--- src/pkg/pbm_pkg.sv ---
// package: constants and types for the pci bus master and interrupt block
// Functional notes
// - master drives frame low to open every transaction it starts
// - frame held low while more data follows; released as the final data phase starts
// - configuration access is ours only while idsel is high
// - interrupt asserted when a status bit is set and its mask bit is clear
// - writing one clears a status bit; request drops when none enabled remain
// - partial acknowledge drops the request one cycle, then reasserts it
// - data phase completes only on an edge with irdy and trdy both low
// - on master writes irdy is low only while write data is driven; the master abort cycle drives irdy low with AD_OE_OUT low
// - on master reads irdy low means ready to accept the target's word; the master abort cycle drives irdy low without RD_READY_IN
// - no devsel within 5 bus cycles makes the master abort the cycle
// - request line asserted before any master transaction starts
// - every bus signal sampled on the rising clock edge
package pbm_pkg;
	localparam logic [2:0] DEVSEL_LIMIT = 3'h5;
	localparam logic [2:0] DEVSEL_CNT_RST = 3'h0;
	localparam logic [2:0] DEVSEL_CNT_ADDR = 3'h1;
	localparam logic [2:0] CFG_CMD_TOP = 3'h5;
	localparam logic [1:0] CFG_TYPE0 = 2'h0;
	localparam int CFG_REG_LSB = 2;
	localparam int CFG_REG_MSB = 7;
	localparam logic [3:0] CBE_ALL_N = 4'h0;
	localparam logic [3:0] CBE_RST = 4'hF;
	localparam logic [31:0] AD_RST = 32'h0000_0000;
	localparam int IRQ_W_DEF = 16;
	localparam int LEN_W_DEF = 8;
	typedef enum logic [2:0] {ST_IDLE, ST_REQ, ST_ADDR, ST_DATA, ST_ABORT, ST_TURN} pbm_state_t;
endpackage

--- src/pkg/pbm_irq_if.sv ---
// interface: interrupt status and mask path between core and interrupt unit
`timescale 1ns/1ps
interface pbm_irq_if #(parameter int W = 16);
	logic [W-1:0] set_ev;
	logic [W-1:0] mask;
	logic [W-1:0] ack_data;
	logic [W-1:0] status;
	logic ack_we;
	logic irq;
	modport core (output set_ev, output mask, output ack_we, output ack_data,
		input status, input irq);
	modport unit (input set_ev, input mask, input ack_we, input ack_data,
		output status, output irq);
endinterface

--- src/design/pbm_top.sv ---
// module: pci bus master framing, config select and interrupt pin
`timescale 1ns/1ps
module pbm_top import pbm_pkg::*; #(
	parameter int IRQ_W = IRQ_W_DEF,
	parameter int LEN_W = LEN_W_DEF
) (
	input wire logic CLK_IN,
	input wire logic RST_N_IN,
	input wire logic FRAME_N_IN,
	output logic FRAME_N_OUT,
	output logic FRAME_OE_OUT,
	input wire logic IRDY_N_IN,
	output logic IRDY_N_OUT,
	output logic IRDY_OE_OUT,
	input wire logic TRDY_N_IN,
	input wire logic DEVSEL_N_IN,
	input wire logic GNT_N_IN,
	output logic REQ_N_OUT,
	input wire logic IDSEL_IN,
	input wire logic [31:0] AD_IN,
	output logic [31:0] AD_OUT,
	output logic AD_OE_OUT,
	input wire logic [3:0] CBE_N_IN,
	output logic [3:0] CBE_N_OUT,
	output logic CBE_OE_OUT,
	output logic INT_N_OUT,
	output logic INT_OE_OUT,
	input wire logic MST_START_IN,
	input wire logic [31:0] MST_ADDR_IN,
	input wire logic [3:0] MST_CMD_IN,
	input wire logic MST_WRITE_IN,
	input wire logic [LEN_W-1:0] MST_LEN_IN,
	output logic MST_BUSY_OUT,
	output logic MST_DONE_OUT,
	output logic MST_ABORT_OUT,
	input wire logic [31:0] WR_DATA_IN,
	input wire logic WR_VALID_IN,
	output logic WR_READY_OUT,
	output logic [31:0] RD_DATA_OUT,
	output logic RD_VALID_OUT,
	input wire logic RD_READY_IN,
	output logic CFG_SEL_OUT,
	output logic CFG_WRITE_OUT,
	output logic [5:0] CFG_REG_OUT,
	input wire logic [IRQ_W-1:0] IRQ_EVENT_IN,
	input wire logic [IRQ_W-1:0] IRQ_MASK_IN,
	input wire logic IRQ_ACK_WE_IN,
	input wire logic [IRQ_W-1:0] IRQ_ACK_DATA_IN,
	output logic [IRQ_W-1:0] IRQ_STATUS_OUT
);
	pbm_state_t st_q;
	pbm_state_t st_d;
	logic [LEN_W-1:0] cnt_q;
	logic [LEN_W-1:0] cnt_d;
	logic [31:0] addr_q;
	logic [31:0] addr_d;
	logic [3:0] cmd_q;
	logic [3:0] cmd_d;
	logic wr_q;
	logic wr_d;
	logic [2:0] dsel_cnt_q;
	logic [2:0] dsel_cnt_d;
	logic dsel_seen_q;
	logic dsel_seen_d;
	logic req_n_q;
	logic req_n_d;
	logic frame_n_q;
	logic frame_n_d;
	logic frame_oe_q;
	logic frame_oe_d;
	logic irdy_n_q;
	logic irdy_n_d;
	logic irdy_oe_q;
	logic irdy_oe_d;
	logic [31:0] ad_q;
	logic [31:0] ad_d;
	logic ad_oe_q;
	logic ad_oe_d;
	logic [3:0] cbe_q;
	logic [3:0] cbe_d;
	logic cbe_oe_q;
	logic cbe_oe_d;
	logic [31:0] rd_data_q;
	logic [31:0] rd_data_d;
	logic rd_valid_q;
	logic rd_valid_d;
	logic done_q;
	logic done_d;
	logic abort_q;
	logic abort_d;
	logic frame_prev_q;
	logic cfg_sel_q;
	logic cfg_sel_d;
	logic cfg_wr_q;
	logic cfg_wr_d;
	logic [5:0] cfg_reg_q;
	logic [5:0] cfg_reg_d;
	logic irdy_act;
	logic xfer;
	logic dsel_ok;
	logic abort_now;
	logic slot_free;
	logic load;

	pbm_irq_if #(.W(IRQ_W)) irq_if ();

	assign irq_if.set_ev = IRQ_EVENT_IN;
	assign irq_if.mask = IRQ_MASK_IN;
	assign irq_if.ack_we = IRQ_ACK_WE_IN;
	assign irq_if.ack_data = IRQ_ACK_DATA_IN;

	pbm_irq #(.W(IRQ_W)) u_irq (
		.clk_in(CLK_IN),
		.rst_n_in(RST_N_IN),
		.bus(irq_if.unit)
	);

	// bus pins are synchronous to this clock, so no synchroniser
	assign irdy_act = irdy_oe_q && !irdy_n_q;
	assign xfer = irdy_act && !TRDY_N_IN && !DEVSEL_N_IN;
	assign dsel_ok = dsel_seen_q || !DEVSEL_N_IN;
	assign abort_now = (st_q == ST_DATA) && !dsel_ok && (dsel_cnt_q == DEVSEL_LIMIT);
	assign slot_free = (st_q == ST_DATA) && (cnt_q != '0) && (!irdy_act || xfer) && !abort_now;
	// irdy goes low only with a write word or a read slot in hand, or in the master abort cycle
	assign load = slot_free && (wr_q ? WR_VALID_IN : RD_READY_IN);

	always_comb begin
		st_d = st_q;
		cnt_d = cnt_q;
		addr_d = addr_q;
		cmd_d = cmd_q;
		wr_d = wr_q;
		dsel_cnt_d = dsel_cnt_q;
		dsel_seen_d = dsel_seen_q || ((st_q == ST_DATA) && !DEVSEL_N_IN);
		req_n_d = req_n_q;
		frame_n_d = frame_n_q;
		frame_oe_d = frame_oe_q;
		irdy_n_d = irdy_n_q;
		irdy_oe_d = irdy_oe_q;
		ad_d = ad_q;
		ad_oe_d = ad_oe_q;
		cbe_d = cbe_q;
		cbe_oe_d = cbe_oe_q;
		rd_data_d = rd_data_q;
		rd_valid_d = 1'b0;
		done_d = 1'b0;
		abort_d = 1'b0;
		case (st_q)
			ST_IDLE: begin
				if (MST_START_IN) begin
					addr_d = MST_ADDR_IN;
					cmd_d = MST_CMD_IN;
					wr_d = MST_WRITE_IN;
					cnt_d = (MST_LEN_IN == '0) ? LEN_W'(1) : MST_LEN_IN;
					req_n_d = 1'b0;
					st_d = ST_REQ;
				end
			end
			ST_REQ: begin
				// wait for grant and an idle bus before driving
				if (!GNT_N_IN && FRAME_N_IN && IRDY_N_IN) begin
					req_n_d = 1'b1;
					frame_oe_d = 1'b1;
					frame_n_d = 1'b0;
					ad_d = addr_q;
					ad_oe_d = 1'b1;
					cbe_d = cmd_q;
					cbe_oe_d = 1'b1;
					dsel_cnt_d = DEVSEL_CNT_ADDR;
					dsel_seen_d = 1'b0;
					st_d = ST_ADDR;
				end
			end
			ST_ADDR: begin
				ad_oe_d = wr_q;
				cbe_d = CBE_ALL_N;
				irdy_oe_d = 1'b1;
				irdy_n_d = 1'b1;
				dsel_cnt_d = dsel_cnt_q + 3'h1;
				st_d = ST_DATA;
			end
			ST_DATA: begin
				if (abort_now) begin
					// master abort: frame up, irdy low for one cycle
					frame_n_d = 1'b1;
					irdy_n_d = 1'b0;
					ad_oe_d = 1'b0;
					abort_d = 1'b1;
					st_d = ST_ABORT;
				end else begin
					if (!dsel_ok) begin
						dsel_cnt_d = dsel_cnt_q + 3'h1;
					end
					if (xfer) begin
						irdy_n_d = 1'b1;
						if (!wr_q) begin
							rd_data_d = AD_IN;
							rd_valid_d = 1'b1;
						end
						if (cnt_q == '0) begin
							frame_oe_d = 1'b0;
							ad_oe_d = 1'b0;
							cbe_oe_d = 1'b0;
							done_d = 1'b1;
							st_d = ST_TURN;
						end
					end
					if (load) begin
						cnt_d = cnt_q - LEN_W'(1);
						irdy_n_d = 1'b0;
						if (wr_q) begin
							ad_d = WR_DATA_IN;
						end
						// release frame with the last word in hand
						if (cnt_q == LEN_W'(1)) begin
							frame_n_d = 1'b1;
						end
					end
				end
			end
			ST_ABORT: begin
				irdy_n_d = 1'b1;
				frame_oe_d = 1'b0;
				cbe_oe_d = 1'b0;
				st_d = ST_TURN;
			end
			ST_TURN: begin
				irdy_oe_d = 1'b0;
				st_d = ST_IDLE;
			end
			default: begin
				st_d = ST_IDLE;
			end
		endcase
	end

	always_comb begin
		// address phase of a type 0 config cycle while idsel is high
		cfg_sel_d = frame_prev_q && !FRAME_N_IN && IDSEL_IN && !frame_oe_q
			&& (CBE_N_IN[3:1] == CFG_CMD_TOP) && (AD_IN[1:0] == CFG_TYPE0);
		cfg_wr_d = CBE_N_IN[0];
		cfg_reg_d = AD_IN[CFG_REG_MSB:CFG_REG_LSB];
	end

	always_ff @(posedge CLK_IN) begin
		if (!RST_N_IN) begin
			st_q <= ST_IDLE;
			cnt_q <= '0;
			addr_q <= AD_RST;
			cmd_q <= CBE_RST;
			wr_q <= 1'b0;
			dsel_cnt_q <= DEVSEL_CNT_RST;
			dsel_seen_q <= 1'b0;
			req_n_q <= 1'b1;
			frame_n_q <= 1'b1;
			frame_oe_q <= 1'b0;
			irdy_n_q <= 1'b1;
			irdy_oe_q <= 1'b0;
			ad_q <= AD_RST;
			ad_oe_q <= 1'b0;
			cbe_q <= CBE_RST;
			cbe_oe_q <= 1'b0;
			rd_data_q <= AD_RST;
			rd_valid_q <= 1'b0;
			done_q <= 1'b0;
			abort_q <= 1'b0;
			frame_prev_q <= 1'b1;
			cfg_sel_q <= 1'b0;
			cfg_wr_q <= 1'b0;
			cfg_reg_q <= 6'h00;
		end else begin
			st_q <= st_d;
			cnt_q <= cnt_d;
			addr_q <= addr_d;
			cmd_q <= cmd_d;
			wr_q <= wr_d;
			dsel_cnt_q <= dsel_cnt_d;
			dsel_seen_q <= dsel_seen_d;
			req_n_q <= req_n_d;
			frame_n_q <= frame_n_d;
			frame_oe_q <= frame_oe_d;
			irdy_n_q <= irdy_n_d;
			irdy_oe_q <= irdy_oe_d;
			ad_q <= ad_d;
			ad_oe_q <= ad_oe_d;
			cbe_q <= cbe_d;
			cbe_oe_q <= cbe_oe_d;
			rd_data_q <= rd_data_d;
			rd_valid_q <= rd_valid_d;
			done_q <= done_d;
			abort_q <= abort_d;
			frame_prev_q <= FRAME_N_IN;
			cfg_sel_q <= cfg_sel_d;
			cfg_wr_q <= cfg_wr_d;
			cfg_reg_q <= cfg_reg_d;
		end
	end

	assign FRAME_N_OUT = frame_n_q;
	assign FRAME_OE_OUT = frame_oe_q;
	assign IRDY_N_OUT = irdy_n_q;
	assign IRDY_OE_OUT = irdy_oe_q;
	assign REQ_N_OUT = req_n_q;
	assign AD_OUT = ad_q;
	assign AD_OE_OUT = ad_oe_q;
	assign CBE_N_OUT = cbe_q;
	assign CBE_OE_OUT = cbe_oe_q;
	// open drain: only ever pulls low, pull-up lives on the board
	assign INT_N_OUT = 1'b0;
	assign INT_OE_OUT = irq_if.irq;
	assign IRQ_STATUS_OUT = irq_if.status;
	assign MST_BUSY_OUT = (st_q != ST_IDLE);
	assign MST_DONE_OUT = done_q;
	assign MST_ABORT_OUT = abort_q;
	assign WR_READY_OUT = slot_free && wr_q;
	assign RD_DATA_OUT = rd_data_q;
	assign RD_VALID_OUT = rd_valid_q;
	assign CFG_SEL_OUT = cfg_sel_q;
	assign CFG_WRITE_OUT = cfg_wr_q;
	assign CFG_REG_OUT = cfg_reg_q;
endmodule // pbm_top

--- src/design/pbm_irq.sv ---
// module: interrupt status bits, mask gating and request line timing
`timescale 1ns/1ps
module pbm_irq import pbm_pkg::*; #(
	parameter int W = IRQ_W_DEF
) (
	input wire logic clk_in,
	input wire logic rst_n_in,
	pbm_irq_if.unit bus
);
	logic [W-1:0] status_q;
	logic [W-1:0] status_d;
	logic [W-1:0] clr;
	logic irq_q;
	logic irq_d;
	logic gap;

	always_comb begin
		clr = bus.ack_we ? bus.ack_data : '0;
		// a new event in the clearing cycle survives
		status_d = (status_q & ~clr) | bus.set_ev;
		// some cleared, enabled ones remain: force an edge
		gap = bus.ack_we && (|(status_q & clr)) && (|(status_d & ~bus.mask));
		// mask bit high blocks its source
		irq_d = (|(status_d & ~bus.mask)) && !gap;
	end

	always_ff @(posedge clk_in) begin
		if (!rst_n_in) begin
			status_q <= '0;
			irq_q <= 1'b0;
		end else begin
			status_q <= status_d;
			irq_q <= irq_d;
		end
	end

	assign bus.status = status_q;
	assign bus.irq = irq_q;
endmodule // pbm_irq

--- config.mk ---
export PLATFORM = sky130hd
export DESIGN_NAME = pbm_top
export DESIGN_NICKNAME = d
export VERILOG_FILES = /design/src/pkg/pbm_pkg.sv /design/src/pkg/pbm_irq_if.sv /design/src/design/pbm_top.sv /design/src/design/pbm_irq.sv
export SDC_FILE = /design/constraint.sdc
export NUM_CORES = 1
export LEC_CHECK = 0
export BUFFER_PORTS_ARGS = -buffer_cell sky130_fd_sc_hd__buf_2
export CELL_PAD_IN_SITES_DETAIL_PLACEMENT = 0
export CELL_PAD_IN_SITES_GLOBAL_PLACEMENT = 1
export CORE_ASPECT_RATIO = 1.2
export CORE_MARGIN = 8
export CORE_UTILIZATION = 31
export CTS_CLUSTER_SIZE = 24
export DETAILED_ROUTE_END_ITERATION = 16
export GPL_TIMING_DRIVEN = 0
export PLACE_DENSITY_LB_ADDON = 0.05
export SKIP_CTS_REPAIR_TIMING = 1
export SLEW_MARGIN = 0
export SYNTH_ARGS = -nofsm -noshare
export SYNTH_HDL_FRONTEND = slang
export SYNTH_SLANG_ARGS = --single-unit
--- constraint.sdc ---
create_clock -name CLK_IN -period 1.98 [get_ports CLK_IN]
set_input_delay 0.396 -clock CLK_IN [delete_from_list [all_inputs] [get_ports CLK_IN]]
set_output_delay 0.396 -clock CLK_IN [all_outputs]
set_load 0.01 [all_outputs]
* Word-level counts from Yosys, hierarchy flattened
Cells that the tools add are included.
** Storage, ports and cells
- Register bits after elaboration :: 155
- Logic and storage cells :: 172
- Output and inout bits :: 106
** Cells by class
- Bitwise gates (word level) :: 11
- $add $sub $neg :: 2
- Mux-type cells :: 48
- Reduce and logical (&&, ||, !) cells :: 65
- Equality and inequality tests :: 21
** Operators by type and width (count)
- $mux 32 :: 4
- $pmux 32 s2 :: 1
- $and 16x16->16 :: 3
- $mux 8 :: 4
- $not 16->16 :: 2
- $reduce_or 16->1 :: 2
- $mux 3 :: 8
- $reduce_and 4->1 :: 6
- $logic_and 1x1->1 :: 21
- $mux 1 :: 19
- $logic_not 8->1 :: 2
- $mux 16 :: 1
- $or 16x16->16 :: 1
- $pmux 8 s2 :: 1
- $pmux 3 s5 :: 1
- $ne 2x2->1 const B :: 7
- $eq 3x3->1 const B :: 4
- $reduce_bool 2->1 :: 6
- $logic_not 1->1 :: 10
- $reduce_and 5->1 :: 2
- $pmux 3 s3 :: 1
- $reduce_bool 3->1 :: 3
- $eq 8x1->1 const B :: 1
- $pmux 1 s2 :: 4
- other kinds (20) :: 33

* Depth between registers and ports, before layout
- Depth after elaboration :: 11
- Depth in mapped cells :: 9

* Modules after synthesis
Synthesis repeated with hierarchy kept, for this count alone.
** Second synthesis, totals
- Cells, all modules :: 810
- Area total of the unflattened synthesis :: 6676.4 sq um
** By module, submodules not included
- pbm_top :: times used 1, area an instance 5681.7 sq um, cells each 694
- pbm_irq :: times used 1, area an instance 994.7 sq um, cells each 116

* Least setup slack after synthesis
OpenSTA, ideal clock, no wires.
- Path kind :: flip-flop to flip-flop
- Start point :: register cnt_q[0]
- End point :: register ad_q[10] (netlist: AD_OUT[10])
- Path buffers :: 2
- Data arrival time :: 1.941 ns
- Slack :: -0.049 ns
- Cell stages (with the launch flop) :: 10
- Cells stage by stage :: dfxtp_1 > inv_1 > ha_1 > or4b_4 > o22ai_4 > o31ai_2 > and2_4 > buf_6 > buf_12 > a311oi_2
** On the way
- Cells in the longest elaborated chain, start to end :: 7
** Ends and longest elaborated chain
- start, declared :: RTL line pbm_top.sv:53 : logic [LEN_W-1:0] cnt_q;
- start signal, assigned :: RTL line pbm_top.sv:273 : cnt_q <= cnt_d;
- $reduce_bool 8->1 :: RTL line pbm_top.sv:123 : assign slot_free = (st_q == ST_DATA) && (cnt_q != '0) && (!irdy_act || xfer) && !abort_now;
- $logic_and 1x1->1 (3 in series) :: RTL line pbm_top.sv:123
- $logic_and 1x1->1 :: RTL line pbm_top.sv:125 : assign load = slot_free && (wr_q ? WR_VALID_IN : RD_READY_IN);
- $ne 2x2->1 (no source line)
- $reduce_and 5->1 (no source line)
- end signal, assigned :: RTL line pbm_top.sv:259 : ad_q <= AD_RST;
- end signal, assigned :: RTL line pbm_top.sv:284 : ad_q <= ad_d;
- end, declared :: RTL line pbm_top.sv:75 : logic [31:0] ad_q;
Every way passes these cells.
A chain may end at the register's enable or synchronous reset.

* Worst setup path after layout
- Start point :: register cnt_q[1]
- End point :: output WR_READY_OUT
** On the way
- Cells in the longest elaborated chain, start to end :: 5
** Ends and longest elaborated chain
- $reduce_bool 8->1 :: RTL line pbm_top.sv:123
- $logic_and 1x1->1 (3 in series) :: RTL line pbm_top.sv:123
- $logic_and 1x1->1 :: RTL line pbm_top.sv:315 : assign WR_READY_OUT = slot_free && wr_q;
- end, declared :: RTL line pbm_top.sv:38 : output logic WR_READY_OUT,
Every way passes these cells.

==> impl_metrics.ini <==
[synth]
syn-mean-instance-area_um2 = 8.26
yosysTopAreaCell = dfxtp_1
synthTopCellsByArea = dfxtp_1 (47%), nand2_1 (14%), a21oi_1 (10%)
yosys_warnings = 0
synth_area_um2 = 6540
syn-num-nets = 970
ys_seq_area_share_pct = 47.4
ys_types = 51
ys_ff_latch = 155
ys.flop_type = dfxtp_1
ys_async_sr_fraction_pct = 0
synth_commonest_cells = nand2_1 (241), dfxtp_1 (155), a21oi_1 (134)
yosysTopAreaCellShare_pct = 47.4
yosysMostFrequentCell = nand2_1
netlist_instances = 792
synth_edf_count = 0

[power_and_ir_drop]
ir_drop_v = 0.000584
p_per_area_nw_per_um2 = 833
p_leak_nw = 3.96

[global_routing]
grt_pass1_vias = 7071
grt_max_degree = 17
grt_use_total_pct = 18.4
grt_pass1_wl_mm = 38.0
antenna_found_initial = 5
grt.overflow.total = 0

[drt]
ant_nets = 0
viasPerCell = 4.79
drc = 0
wl_per_cell_um = 17.5
routed_wl_mm = 24.4
first_pass_iters = 4
drtIter0Drc = 257
via_count = 6707

[sta]
worst_slack_ns = -0.261
finalHoldViolCount = 0
finalSetupViolations = 36
min_period_ns = 2.24
min_period_over_period_pct = 113
holdWs_ns = 0.181
rsz0062_at_grt = yes
slew_headroom_pct = 49.7
fin_skew_ns = 0.0148
slew_viol_final = 0
fmax_ghz = 0.446
tightest_slew_ns = 0.754

[clock_network]
cts_tree = yes
cts_max_level = 4
clk_pin_slew_worst_paths_ns = 0.07
clockBufferDepth = 2
clock_latency_ns = 0.43
cts_buffers = 17
cts.sinks = 155
root_buffer = clkbuf_16

[floorplan]
core_um2 = 20800
dieArea_um2 = 26000
pin_count = 279
fp.dieH_um = 175
fp-row-count = 58
start_util_pct = 31.4
die_w_um = 149

[critical_path]
crit_fanout = 3
r2r_cells = 9
worst_path_max_delay_cell = or4b_4
path_class = flip-flop to primary output
cpPeakStageDelay_ns = 0.48
crit_chain = inv_4, ha_4, or4b_4, o22ai_4, nor2_2, buf_2
endpoint_kind = primary output
cp-start-kind = flip-flop
crit_arrival_ns = 1.84
required_ns = 1.58

[outcome]
violations = setup timing
outcome = complete, but fails checks

[cells_and_area]
fillerInstances = 2187
nets = 1292
area_delta_synth_final_pct = 43.7
finalNonFillerCells = 1399
drive_gt1_share_pct = 38.4

[hold_path]
holdCritPathClass = input pin to flip-flop
hold-path-cell-count = 2

[placed_design]
portBuffers = 276
gp_congestion = 0.793
dp_hpwl_mm = 18.7
place_inst = 1338

[job]
maxCapViolCount = 0
==> sequential cells by signal, indices dropped and copies added (netlist names), 3 cells and up <==
signal / flops
RD_DATA_OUT: 32
dsel_cnt_q: 3
CBE_N_OUT: 4
addr_q: 32
AD_OUT: 32
cnt_q: 8
CFG_REG_OUT: 6
cmd_q: 4
u_irq.bus.status: 16
st_q: 3
==> worst paths after layout <==
check | startpoint | end | slack [ns]
setup / recovery | cnt_q[1]$_SDFFE_PN0P_ | WR_READY_OUT | -0.26
hold / removal | CBE_N_IN[0] | CFG_WRITE_OUT$_SDFF_PN0_ | 0.18
setup reg to reg | cnt_q[1]$_SDFFE_PN0P_ | AD_OUT[28]$_SDFFE_PN0P_ | -0.25
hold reg to reg | frame_prev_q$_SDFF_PN1_ | CFG_SEL_OUT$_SDFF_PN0_ | 0.44
==> where the power goes <==
group          internal (mW)  switching, mW  leakage [nW]
Sequential              3.25         0.0881          1.27
Combinational          0.440          0.538          2.38
Clock                   2.04           1.47         0.310
Total                   5.73           2.10          3.96
==> worst max-delay path, delay by kind of cell, from the launching register on <==
kind | cells | cell delay [ns]
and+or+nand+nor | 2 | 0.53
adders and majority gates | 1 | 0.12
buffers and inverters | 2 | 0.21
AOI/OAI and AO/OA | 1 | 0.21
DFF | 1 | 0.36
==> per-layer routing <==
| metal | global-route usage [%] | share of wire [%] | vias to the layer above |
|---|---|---|---|
| met5 | 0 | 0.14 | - |
| met4 | 5.15 | 1.5 | 6 |
| met3 | 7.48 | 8.4 | 31 |
| met2 | 30.4 | 48 | 226 |
| met1 | 21.3 | 42 | 3043 |
| li1 | - | - | 3401 |
==> cell families (layout without fill, tap and decap cells) <==
logic type,after synthesis,after routing,synth area share [%]
DFF,155,155,47.4
and+or+nand+nor,337,337,22.0
AOI/OAI and AO/OA,219,219,23.4
buffers and inverters,68,403,5.03
muxes,7,7,1.07
adders and majority gates,5,5,0.956
other,1,3,0.0573
==> layout make-up <==
cell class	instances	area, µm²	area share [%]
plain buffers	58	348	3.70
multi-input cells	569	3260	34.6
clock buffers	17	425	4.52
clock inverters	15	199	2.12
diodes	2	5.00	0.0532
inverters	7	31.3	0.333
flip-flops and latches	155	3110	33.1
well taps	270	338	3.59
repair buffers	306	1690	18.0
==> metrics by stage <==
step                      setup slack (ns)  TNS (ns)  util (%)  power, mW  area [µm²]
final                               -0.261     -6.88      45.2       7.83        9410
after CTS                           -0.662    -31.90      42.7       7.85        8900
after global placement              -0.468    -32.11      39.7       4.31        8270
after floorplan                    -0.0191    -0.574         -       3.88        6560
after detailed placement            -0.497    -32.91      39.7       4.31        8270
after global routing                -0.331     -9.46      45.2       8.19        9410
==> placed cells by master (no fill, tap or decap), types with 10 or more instances in the layout <==
cell type,n
dfxtp_1,152
clkbuf_16,20
a311oi_2,31
o22ai_1,10
o21ai_0,13
clkbuf_1,29
nand2_1,238
buf_2,283
buf_4,26
nor2_1,32
a21oi_1,129
No activity file was read; power rests on OpenSTA's default activity.
